### config.mk
export PLATFORM = sky130hd
export DESIGN_NAME = ibuf_top
export DESIGN_NICKNAME = d
export VERILOG_FILES = /design/src/ibuf_pkg.sv /design/src/ibuf_top.sv
export VERILOG_INCLUDE_DIRS = /design/src /design/src/src
export SDC_FILE = /design/constraint.sdc
export NUM_CORES = 2
export LEC_CHECK = 0
export ABC_CLOCK_PERIOD_IN_PS = 17500
export BUFFER_PORTS_ARGS = -buffer_cell sky130_fd_sc_hd__clkbuf_2
export CAP_MARGIN = 40
export CORE_UTILIZATION = 45
export CTS_BUF_LIST = sky130_fd_sc_hd__clkbuf_8
export DETAILED_ROUTE_END_ITERATION = 6
export SETUP_SLACK_MARGIN = 0.05
export SLEW_MARGIN = 20
export SYNTH_ARGS = -nofsm -noshare
export SYNTH_HDL_FRONTEND = slang
export SYNTH_SLANG_ARGS = --single-unit
export TNS_END_PERCENT = 30
### constraint.sdc
create_clock -name ref_clk_i -period 17.5 [get_ports ref_clk_i]
set_input_delay 0 -clock ref_clk_i [delete_from_list [all_inputs] [get_ports ref_clk_i]]
set_output_delay 0 -clock ref_clk_i [all_outputs]
set_load 0.02 [all_outputs]
### src/ibuf_defines.svh
// Purpose: constants of the isochronous double buffer block
// Assumes: byte-wide register file, index = {dir, ep, reg}
// Notes:   a count above the buffer size sets the overflow bit
`ifndef IBUF_DEFINES_SVH
`define IBUF_DEFINES_SVH

// -----------------------------------------------------------------
// register index within an endpoint slot
// -----------------------------------------------------------------
`define IBUF_REG_CFG    3'h0
`define IBUF_REG_XSIZE  3'h1
`define IBUF_REG_YSIZE  3'h2
`define IBUF_REG_XCNT   3'h3
`define IBUF_REG_YCNT   3'h4
`define IBUF_REG_FLAGS  3'h5
// endpoint 0 slot of the out side holds the dma channels
`define IBUF_REG_FRAME  3'h4

// -----------------------------------------------------------------
// configuration byte fields
// -----------------------------------------------------------------
`define IBUF_CFG_EN     0
`define IBUF_CFG_ISO    1
`define IBUF_CFG_BPS_LO 2
`define IBUF_CFG_OVF    7
// dma channel byte: enable, direction in, endpoint number
`define IBUF_DMA_EN     7
`define IBUF_DMA_DIR    3
// flags byte
`define IBUF_FLG_X      0
`define IBUF_FLG_Y      1

`define IBUF_RESET_BYTE 8'h00
`endif

### src/ibuf_pkg.sv
// Purpose: shared types of the isochronous double buffer block
// Assumes: ibuf_defines.svh holds the numbers
// Notes:   index is {dir, ep}, dir 1 means in endpoint
package ibuf_pkg;
  typedef logic [3:0] ibuf_idx_t;   // {dir, ep}
  typedef logic [7:0] ibuf_byte_t;  // register byte
  typedef logic [9:0] ibuf_len_t;   // byte length
endpackage

### src/ibuf_top.sv
// Purpose: handoff logic for isochronous x/y endpoint buffers
// Assumes: usb engine and dma data paths live outside this block
// Notes:   one register port, results one cycle after events
//
// Added by the designer: the placing of the registers and strobed register access.
`include "ibuf_defines.svh"

module ibuf_top #(
  parameter int NUM_DMA = 4,   // dma channels
  parameter int NUM_EP  = 8    // endpoint slots per direction
) (
  input  wire logic                   ref_clk_i,
  input  wire logic                   reset_i,
  // register port
  input  wire logic [7:0]             addr_i,
  input  wire logic [7:0]             wr_data_i,
  input  wire logic                   wr_i,
  input  wire logic                   rd_i,
  output logic [7:0]                  rd_data_o,
  // frame timing
  input  wire logic                   frame_start_i,
  input  wire logic                   pseudo_frame_start_i,
  input  wire logic [10:0]            frame_num_i,
  // usb out packet finished
  input  wire logic                   out_done_i,
  input  wire logic [2:0]             out_ep_i,
  input  wire logic [9:0]             out_len_i,
  // usb in token and its end
  input  wire logic                   in_token_i,
  input  wire logic [2:0]             in_ep_i,
  input  wire logic                   in_done_i,
  // usb answers
  output logic                        in_ack_o,
  output logic                        in_zero_o,
  output logic [9:0]                  in_len_o,
  output logic                        in_sel_y_o,
  output logic                        usb_sel_y_o,
  // codec samples per in channel, dma start per out channel
  input  wire logic [NUM_DMA-1:0]     codec_sample_i,
  output logic [NUM_DMA-1:0]          dma_go_o,
  output logic [NUM_DMA*10-1:0]       dma_len_o
);

  // -----------------------------------------------------------------
  // storage
  // -----------------------------------------------------------------
  ibuf_pkg::ibuf_byte_t cfg_reg   [2*NUM_EP]; // config bytes
  ibuf_pkg::ibuf_byte_t xsize_reg [2*NUM_EP]; // x size in bytes
  ibuf_pkg::ibuf_byte_t ysize_reg [2*NUM_EP]; // y size in bytes
  ibuf_pkg::ibuf_byte_t xcnt_reg  [2*NUM_EP]; // x sample count
  ibuf_pkg::ibuf_byte_t ycnt_reg  [2*NUM_EP]; // y sample count
  logic                 xflag_reg [2*NUM_EP]; // x handoff_flag
  logic                 yflag_reg [2*NUM_EP]; // y handoff_flag
  ibuf_pkg::ibuf_byte_t dma_reg   [NUM_DMA];  // channel binding
  ibuf_pkg::ibuf_byte_t acc_reg   [NUM_DMA];  // in samples so far
  logic                 cur_y_reg;            // usb side on y
  logic                 in_y_reg;             // buffer of open token
  ibuf_pkg::ibuf_idx_t  in_idx_reg;           // endpoint of token
  logic                 in_busy_reg;          // token outstanding
  ibuf_pkg::ibuf_idx_t  ch_idx  [NUM_DMA];    // bound endpoint
  logic                 ch_in   [NUM_DMA];    // live in channel
  logic                 ch_out  [NUM_DMA];    // live out channel
  logic                 in_full [NUM_DMA];    // next sample won't fit

  // -----------------------------------------------------------------
  // decode
  // -----------------------------------------------------------------
  ibuf_pkg::ibuf_idx_t a_idx;     // addressed endpoint
  logic [2:0]          a_reg;     // addressed register
  logic                sof;       // any frame start
  ibuf_pkg::ibuf_idx_t o_idx;     // out packet endpoint
  ibuf_pkg::ibuf_idx_t t_idx;     // in token endpoint
  logic                dma_slot;  // access to channel slot

  assign a_idx    = addr_i[7:4];
  assign a_reg    = addr_i[2:0];
  assign sof      = frame_start_i | pseudo_frame_start_i;
  assign o_idx    = {1'b0, out_ep_i};
  assign t_idx    = {1'b1, in_ep_i};
  assign dma_slot = (a_idx == 4'h0);

  // bytes per sample, code 0..3 means 1..4 bytes
  function automatic logic [2:0] bps(input logic [7:0] c);
    bps = {1'b0, c[`IBUF_CFG_BPS_LO+1:`IBUF_CFG_BPS_LO]} + 3'h1;
  endfunction

  // endpoint live: enabled, typed isochronous, not endpoint 0
  function automatic logic live(input logic [7:0] c,
                                input logic [2:0] ep);
    live = c[`IBUF_CFG_EN] & c[`IBUF_CFG_ISO] & (ep != 3'h0);
  endfunction

  // -----------------------------------------------------------------
  // out packet arithmetic
  // -----------------------------------------------------------------
  logic [7:0] o_size;   // size of the buffer being written
  logic       o_ovf;    // packet longer than buffer
  logic [9:0] o_keep;   // bytes actually kept
  logic [7:0] o_samp;   // samples kept
  always_comb begin
    // usb writes x on even frames, y on odd
    o_size = cur_y_reg ? ysize_reg[o_idx] : xsize_reg[o_idx];
    o_ovf  = out_len_i > {2'h0, o_size};
    o_keep = o_ovf ? {2'h0, o_size} : out_len_i;
    // samples, not bytes, go into the count byte
    o_samp = 8'(o_keep / {7'h0, bps(cfg_reg[o_idx])});
  end

  // -----------------------------------------------------------------
  // frame parity: buffer the usb side works on
  // -----------------------------------------------------------------
  always_ff @(posedge ref_clk_i) begin
    if (reset_i) begin
      cur_y_reg <= 1'b0;
    end else if (sof) begin
      // lsb 0 picks x, so the far side always has the other one
      cur_y_reg <= frame_num_i[0];
    end
  end

  // -----------------------------------------------------------------
  // in token tracking and answer
  // -----------------------------------------------------------------
  always_ff @(posedge ref_clk_i) begin
    if (reset_i) begin
      in_ack_o    <= 1'b0;
      in_zero_o   <= 1'b0;
      in_len_o    <= 10'h000;
      in_sel_y_o  <= 1'b0;
      in_y_reg    <= 1'b0;
      in_idx_reg  <= 4'h0;
      in_busy_reg <= 1'b0;
    end else begin
      in_ack_o <= 1'b0;
      if (in_done_i) begin
        in_busy_reg <= 1'b0;
      end
      if (in_token_i && live(cfg_reg[t_idx], in_ep_i)) begin
        in_ack_o   <= 1'b1;
        in_sel_y_o <= cur_y_reg;
        in_idx_reg <= t_idx;
        in_y_reg   <= cur_y_reg;
        if (cur_y_reg ? yflag_reg[t_idx] : xflag_reg[t_idx]) begin
          // nothing new from the filler: empty data packet
          in_zero_o   <= 1'b1;
          in_len_o    <= 10'h000;
          in_busy_reg <= 1'b0;
        end else begin
          in_zero_o   <= 1'b0;
          // widen both factors first: 255 samples of 4 bytes
          in_len_o    <= {2'h0, (cur_y_reg ? ycnt_reg[t_idx]
                                           : xcnt_reg[t_idx])} *
                         {7'h0, bps(cfg_reg[t_idx])};
          in_busy_reg <= 1'b1;
        end
      end
    end
  end

  // -----------------------------------------------------------------
  // configuration, sizes, channel bindings
  // -----------------------------------------------------------------
  always_ff @(posedge ref_clk_i) begin
    if (reset_i) begin
      for (int i = 0; i < 2*NUM_EP; i++) begin
        cfg_reg[i]   <= `IBUF_RESET_BYTE;
        xsize_reg[i] <= `IBUF_RESET_BYTE;
        ysize_reg[i] <= `IBUF_RESET_BYTE;
      end
      for (int c = 0; c < NUM_DMA; c++) begin
        dma_reg[c] <= `IBUF_RESET_BYTE;
      end
    end else begin
      if (wr_i && dma_slot && a_reg < 3'(NUM_DMA)) begin
        // one endpoint per channel, firmware keeps them distinct
        dma_reg[a_reg[1:0]] <= wr_data_i;
      end else if (wr_i && !dma_slot) begin
        unique case (a_reg)
          `IBUF_REG_CFG:   cfg_reg[a_idx]   <= wr_data_i;
          `IBUF_REG_XSIZE: xsize_reg[a_idx] <= wr_data_i;
          `IBUF_REG_YSIZE: ysize_reg[a_idx] <= wr_data_i;
          default: ;  // counts and flags live elsewhere
        endcase
      end
      // overflow is sticky; hardware set follows the write
      if (out_done_i && live(cfg_reg[o_idx], out_ep_i) && o_ovf) begin
        cfg_reg[o_idx][`IBUF_CFG_OVF] <= 1'b1;
      end
      for (int c = 0; c < NUM_DMA; c++) begin
        if (codec_sample_i[c] && in_full[c]) begin
          cfg_reg[ch_idx[c]][`IBUF_CFG_OVF] <= 1'b1;
        end
      end
    end
  end

  // -----------------------------------------------------------------
  // channel views
  // -----------------------------------------------------------------
  always_comb begin
    for (int c = 0; c < NUM_DMA; c++) begin
      ch_idx[c] = {dma_reg[c][`IBUF_DMA_DIR], dma_reg[c][2:0]};
      // an endpoint with no bound channel is left to firmware
      ch_in[c]  = dma_reg[c][`IBUF_DMA_EN] & ch_idx[c][3] &
                  live(cfg_reg[ch_idx[c]], ch_idx[c][2:0]);
      ch_out[c] = dma_reg[c][`IBUF_DMA_EN] & ~ch_idx[c][3] &
                  live(cfg_reg[ch_idx[c]], ch_idx[c][2:0]);
      // dma fills the buffer the usb side is not on
      in_full[c] = ch_in[c] &
        ({2'h0, acc_reg[c]} + 10'h001) * 10'(bps(cfg_reg[ch_idx[c]]))
        > {2'h0, cur_y_reg ? xsize_reg[ch_idx[c]]
                           : ysize_reg[ch_idx[c]]};
    end
  end

  // -----------------------------------------------------------------
  // in-direction sample accumulation over the frame
  // -----------------------------------------------------------------
  always_ff @(posedge ref_clk_i) begin
    if (reset_i) begin
      for (int c = 0; c < NUM_DMA; c++) begin
        acc_reg[c] <= 8'h00;
      end
    end else begin
      for (int c = 0; c < NUM_DMA; c++) begin
        if (sof) begin
          acc_reg[c] <= 8'h00; // count handed off at frame end
        end else if (codec_sample_i[c] && ch_in[c] && !in_full[c]) begin
          acc_reg[c] <= acc_reg[c] + 8'h01;
        end
      end
    end
  end

  // -----------------------------------------------------------------
  // out-direction dma start pulses
  // -----------------------------------------------------------------
  always_ff @(posedge ref_clk_i) begin
    if (reset_i) begin
      dma_go_o  <= '0;
      dma_len_o <= '0;
    end else begin
      for (int c = 0; c < NUM_DMA; c++) begin
        // the buffer usb wrote last frame, now idle for usb
        dma_go_o[c] <= sof & ch_out[c] &
          (cur_y_reg ? yflag_reg[ch_idx[c]]
                     : xflag_reg[ch_idx[c]]);
        if (sof && ch_out[c]) begin
          dma_len_o[c*10 +: 10] <= {2'h0, (cur_y_reg
            ? ycnt_reg[ch_idx[c]] : xcnt_reg[ch_idx[c]])} *
            {7'h0, bps(cfg_reg[ch_idx[c]])};
        end
      end
    end
  end

  // -----------------------------------------------------------------
  // descriptors: counts and handoff flags
  // software first, hardware after, so a hardware update wins over a firmware write
  // -----------------------------------------------------------------
  always_ff @(posedge ref_clk_i) begin
    if (reset_i) begin
      for (int i = 0; i < 2*NUM_EP; i++) begin
        xcnt_reg[i]  <= 8'h00;
        ycnt_reg[i]  <= 8'h00;
        xflag_reg[i] <= 1'b0;
        yflag_reg[i] <= 1'b0;
      end
    end else begin
      if (wr_i && !dma_slot) begin
        unique case (a_reg)
          `IBUF_REG_XCNT:  xcnt_reg[a_idx] <= wr_data_i;
          `IBUF_REG_YCNT:  ycnt_reg[a_idx] <= wr_data_i;
          `IBUF_REG_FLAGS: begin
            // firmware hands buffers over by writing flags
            xflag_reg[a_idx] <= wr_data_i[`IBUF_FLG_X];
            yflag_reg[a_idx] <= wr_data_i[`IBUF_FLG_Y];
          end
          default: ;
        endcase
      end
      // out dma takes the buffer and clears its flag
      for (int c = 0; c < NUM_DMA; c++) begin
        if (sof && ch_out[c]) begin
          if (cur_y_reg) yflag_reg[ch_idx[c]] <= 1'b0;
          else           xflag_reg[ch_idx[c]] <= 1'b0;
        end
        // in dma: count written and flag cleared together
        if (sof && ch_in[c]) begin
          if (cur_y_reg) begin
            xcnt_reg[ch_idx[c]]  <= acc_reg[c];
            xflag_reg[ch_idx[c]] <= 1'b0;
          end else begin
            ycnt_reg[ch_idx[c]]  <= acc_reg[c];
            yflag_reg[ch_idx[c]] <= 1'b0;
          end
        end
      end
      // usb out packet stored: count and set, no interrupt
      if (out_done_i && live(cfg_reg[o_idx], out_ep_i)) begin
        if (cur_y_reg) begin
          ycnt_reg[o_idx]  <= o_samp;
          yflag_reg[o_idx] <= 1'b1;
        end else begin
          xcnt_reg[o_idx]  <= o_samp;
          xflag_reg[o_idx] <= 1'b1;
        end
      end
      // in transaction over: buffer back to the filler
      if (in_done_i && in_busy_reg) begin
        if (in_y_reg) yflag_reg[in_idx_reg] <= 1'b1;
        else          xflag_reg[in_idx_reg] <= 1'b1;
      end
    end
  end

  // -----------------------------------------------------------------
  // read data, one cycle after the strobe, zero otherwise
  // -----------------------------------------------------------------
  always_ff @(posedge ref_clk_i) begin
    if (reset_i) begin
      rd_data_o <= 8'h00;
    end else if (!rd_i) begin
      rd_data_o <= 8'h00;
    end else if (dma_slot) begin
      if (a_reg < 3'(NUM_DMA)) rd_data_o <= dma_reg[a_reg[1:0]];
      else if (a_reg == `IBUF_REG_FRAME)
        rd_data_o <= {7'h00, cur_y_reg}; // usb side parity
      else rd_data_o <= 8'h00;
    end else begin
      unique case (a_reg)
        `IBUF_REG_CFG:   rd_data_o <= cfg_reg[a_idx];
        `IBUF_REG_XSIZE: rd_data_o <= xsize_reg[a_idx];
        `IBUF_REG_YSIZE: rd_data_o <= ysize_reg[a_idx];
        `IBUF_REG_XCNT:  rd_data_o <= xcnt_reg[a_idx];
        `IBUF_REG_YCNT:  rd_data_o <= ycnt_reg[a_idx];
        `IBUF_REG_FLAGS: rd_data_o <= {6'h00, yflag_reg[a_idx],
                                       xflag_reg[a_idx]};
        default:         rd_data_o <= 8'h00; // unmapped
      endcase
    end
  end

  assign usb_sel_y_o = cur_y_reg;

endmodule

==> out/metrics.sh <==
DIE_H_UM=400
DRC=0
SYNTH_FF_TYPE='sky130_fd_sc_hd__edfxtp_1'
FINALNETCOUNT=6426
DETAILEDPLACEMENTHPWL_UM=222000
NUMBER_OF_NETS_STILL_FAILING_ANTENNA_CHECKS_AFTER_ROUTING=0
CTS_SETUP_BUFFERS=0
CRITPATHREQUIREDTIME_NS=18.13
MAX_FREQ_GHz=0.0614
WORST_SETUP_PATH_END_KIND='flip-flop'
SYNTHESIS.YOSYS.WARNINGS=0
CRIT_PATH_TOP_DELAY_CELL='sky130_fd_sc_hd__mux4_2'
SYNTH.LIB_CELLS_USED.DISTINCT=100
FINALCLOCKSKEW_NS=0.0763
POST-ROUTE-UTIL_PCT=50.2
HOLD_VIOL_FINAL=0
POWER.IR.VDD_WORST_mV=0.174
PATH_MAX_FANOUT=18
ROUTE.VIAS.TOTAL=59638
CLOCK_TREE_FROM_TRITONCTS='built'
FINAL_DESIGN_AREA_NO_FILL_UM2=78600
POWER_DENSITY_nW_PER_UM2=95.1
WORST_PIN_SLEW_NS=1.05
CTSROOTBUFFERMASTER='sky130_fd_sc_hd__clkbuf_8'
WORST-SETUP-PATH-TYPE='reg -> reg'
MIN_PATH_TYPE='in -> reg'
CRITPATHBUFINV=4
SETUP.WORST_PATH.START_CLASS='flip-flop'
TIMING.CRITICAL_PATH.MODE_CELL='sky130_fd_sc_hd__ha_1'
FIN_HOLD_WS_NS=0.0457
FINALCRITPERIODSHARE_PCT=93.1
FLOORPLAN.DIE.WIDTH_UM=400
AREA_OF_THE_DIE_UM2=160000
POST_SYNTH_INST_COUNT=6100
GRT.OVERFLOW.TOTAL=0
STD_CELL_ROWS=145
NUM_IO_PINS=122
GRT_PASS1_WL_UM=437000
CP_TOP_FAMILY='compound AO/OA/AOI/OAI gates'
DRT-TOTAL-WL_UM=313000
FLOORPLAN.INITIALDENSITY_PCT=45.4
NETLIST_TOP_CELLS_COUNT='1036 x sky130_fd_sc_hd__mux4_2, 688 x sky130_fd_sc_hd__edfxtp_1, 542 x sky130_fd_sc_hd__nand2_1'
CLKSINKCOUNT=807
FLOW.AREA_GROWTH_FROM_SYNTHESIS_PCT=10.5
SETUP_VIOL=0
SYNTH.YOSYS.SEQ_AREA_SHARE_PCT=32.4
RD_PLACE_CONGESTION=1.03
DETAILEDROUTE.FIRSTITERATIONVIOLATIONS=9401
SYN_AREA_PER_CELL_UM2=11.7
YOSYS.AREA.TOP_TYPE_SHARE_PCT=32.8
YOSYSMOSTFREQUENTCELL='sky130_fd_sc_hd__mux4_2'
ASYNC_RESET_FF_SHARE_PCT=0
WL_PER_CELL_UM=37.5
POWER_mW=7.47
CTS-HTREE-LEVELS=4
CRITPATHARRIVALTIME_NS=16.92
RSZ_0062_RAISED_AFTER_GLOBAL_ROUTING='false'
DRT_FIRST_PASS_ITERS=7
MAX_TRANSITION_VIOLS_FINAL=0
CLOCK_TREE_BUFFER_DEPTH=3
CELLLEAKAGEPOWER_nW=27.7
GRT_START_MAX_NET_PINS=112
CLOCK_PIN_SLEW_ON_THE_WORST_SETUP_AND_HOLD_PATHS_NS=0.06
SETUP_TOTAL_NEGATIVE_SLACK_NS=0
GR-USAGE-ALL-LAYERS_PCT=39.2
MIN_PERIOD_NS=16.29
AREA_OF_PLACED_INSTANCES_UM2=74700
DESIGN.CORE.AREA_UM2=157000
CTS_BUFFERS=153
SYNTH.CELL_AREA_UM2=71100
DRIVE_GT1_SHARE_PCT=28.5
MAX-CAP-VIOLATIONS=0
CLOCK_LATENCY_OF_THE_LATER_CLOCKED_REGISTER_IN_THE_WORST_SKEW_PAIR_NS=0.96
ANTENNA_FOUND_INITIAL=20
STATUS='finished clean'
SYNTH_EDF_COUNT=688
MAXSLEWHEADROOM_PCT=30.0
CRIT_PATH_MAX_INCR_DELAY_NS=0.56
YS_SEQ_ELEMENTS=807
VIAS_PER_CELL=7.15
YOSYS-TOP-CELLS-AREA='sky130_fd_sc_hd__mux4_2 33%, sky130_fd_sc_hd__edfxtp_1 29%, sky130_fd_sc_hd__and2_1 3.4%, sky130_fd_sc_hd__dfxtp_1 3.3%, sky130_fd_sc_hd__nand2_1 2.9%'
GRT_PASS1_VIAS=56550
YOSYS.AREA.TOP_TYPE='sky130_fd_sc_hd__mux4_2'
PORT_BUFFERS=110
-- worst paths after layout --
kind	cells after the start	start	slack, ns	end
setup / recovery	66	ysize_reg[7][0]	1.21	xcnt_reg[2][0]
hold / removal	4	in_ep_i[0]	0.05	in_idx_reg[0]
setup reg to reg	66	ysize_reg[7][0]	1.21	xcnt_reg[2][0]
hold reg to reg	1	cfg_reg[0][7]	0.48	cfg_reg[0][7]
-- cells by family (layout without fill, tap and decap cells) --
kind of cell	Yosys count	after routing	synth area share [%]
compound gates	953	953	8.04
xor+xnor	98	98	1.21
fa+ha+maj	223	223	4.63
buf+inv	761	889	4.07
flops	807	807	32.4
mux	1208	1208	35.5
other cells	1	51	0.00527
simple gates	2049	2049	14.1
-- where the power goes --
part           switching [mW]  internal [mW]  total [mW]
Combinational            1.90           1.26        3.15
Sequential              0.114           2.17        2.29
Clock                   0.967           1.07        2.03
Total                    2.98           4.50        7.47
-- tightest hold or removal path: cells and delay by family --
kind / cells / cell delay, ns
AND/OR/NAND/NOR: 1 / 0.05
multiplexers: 1 / 0.20
buffers and inverters: 2 / 0.66
-- placed cells by master, fill, tap and decap left out, drive strengths merged, types with 62 or more instances in the layout --
cell	Yosys	layout
mux4	1044	1044
edfxtp	688	688
nand2	542	542
nor2	460	460
and2	390	390
o21ai	361	361
buf	125	279
a21oi	278	278
clkbuf	437	265
nand3	264	264
inv	197	239
ha	156	156
mux2i	120	120
dfxtp	119	119
nor3	77	77
nor2b	71	71
xnor2	70	70
fa	67	67
o211ai	62	62
-- per-stage QoR --
step / std cells / setup WS, ns
3_5_place_dp: 7989 / 0.899
6_report: 8336 / 1.21
2_1_floorplan: 6140 / 1.30
4_1_cts: 8300 / 0.960
3_3_place_gp: 7938 / 0.943
5_1_grt: 8328 / 0.0547
-- final cells by class --
cell class	instances	area (um2)
tap	2058	2570
clock buffer	165	2270
fill	13905	78000
antenna	10	25.0
sequential	807	23000
inverter	199	752
timing repair buffer	414	3580
multi-input combinational	4572	45400
clock inverter	111	922
-- timing repair --
| action | 4_1_cts | 5_1_grt |
|---|---|---|
| resized for setup | 0 | 2 |
| hold buffers | 35 | 0 |
| setup endpoints to repair | 0 | 14 |
| endpoints found under the hold margin | 435 | 0 |
-- per-layer routing --
metal | share of wire, % | global-route usage, % | vias up
li1 | - | - | 23813
met1 | 35 | 48.7 | 29710
met2 | 43 | 56.9 | 4976
met3 | 15 | 14.9 | 1115
met4 | 8.0 | 25.8 | 24
met5 | 0.073 | 0 | -
Note: power is estimated with default switching activity, not from simulation.
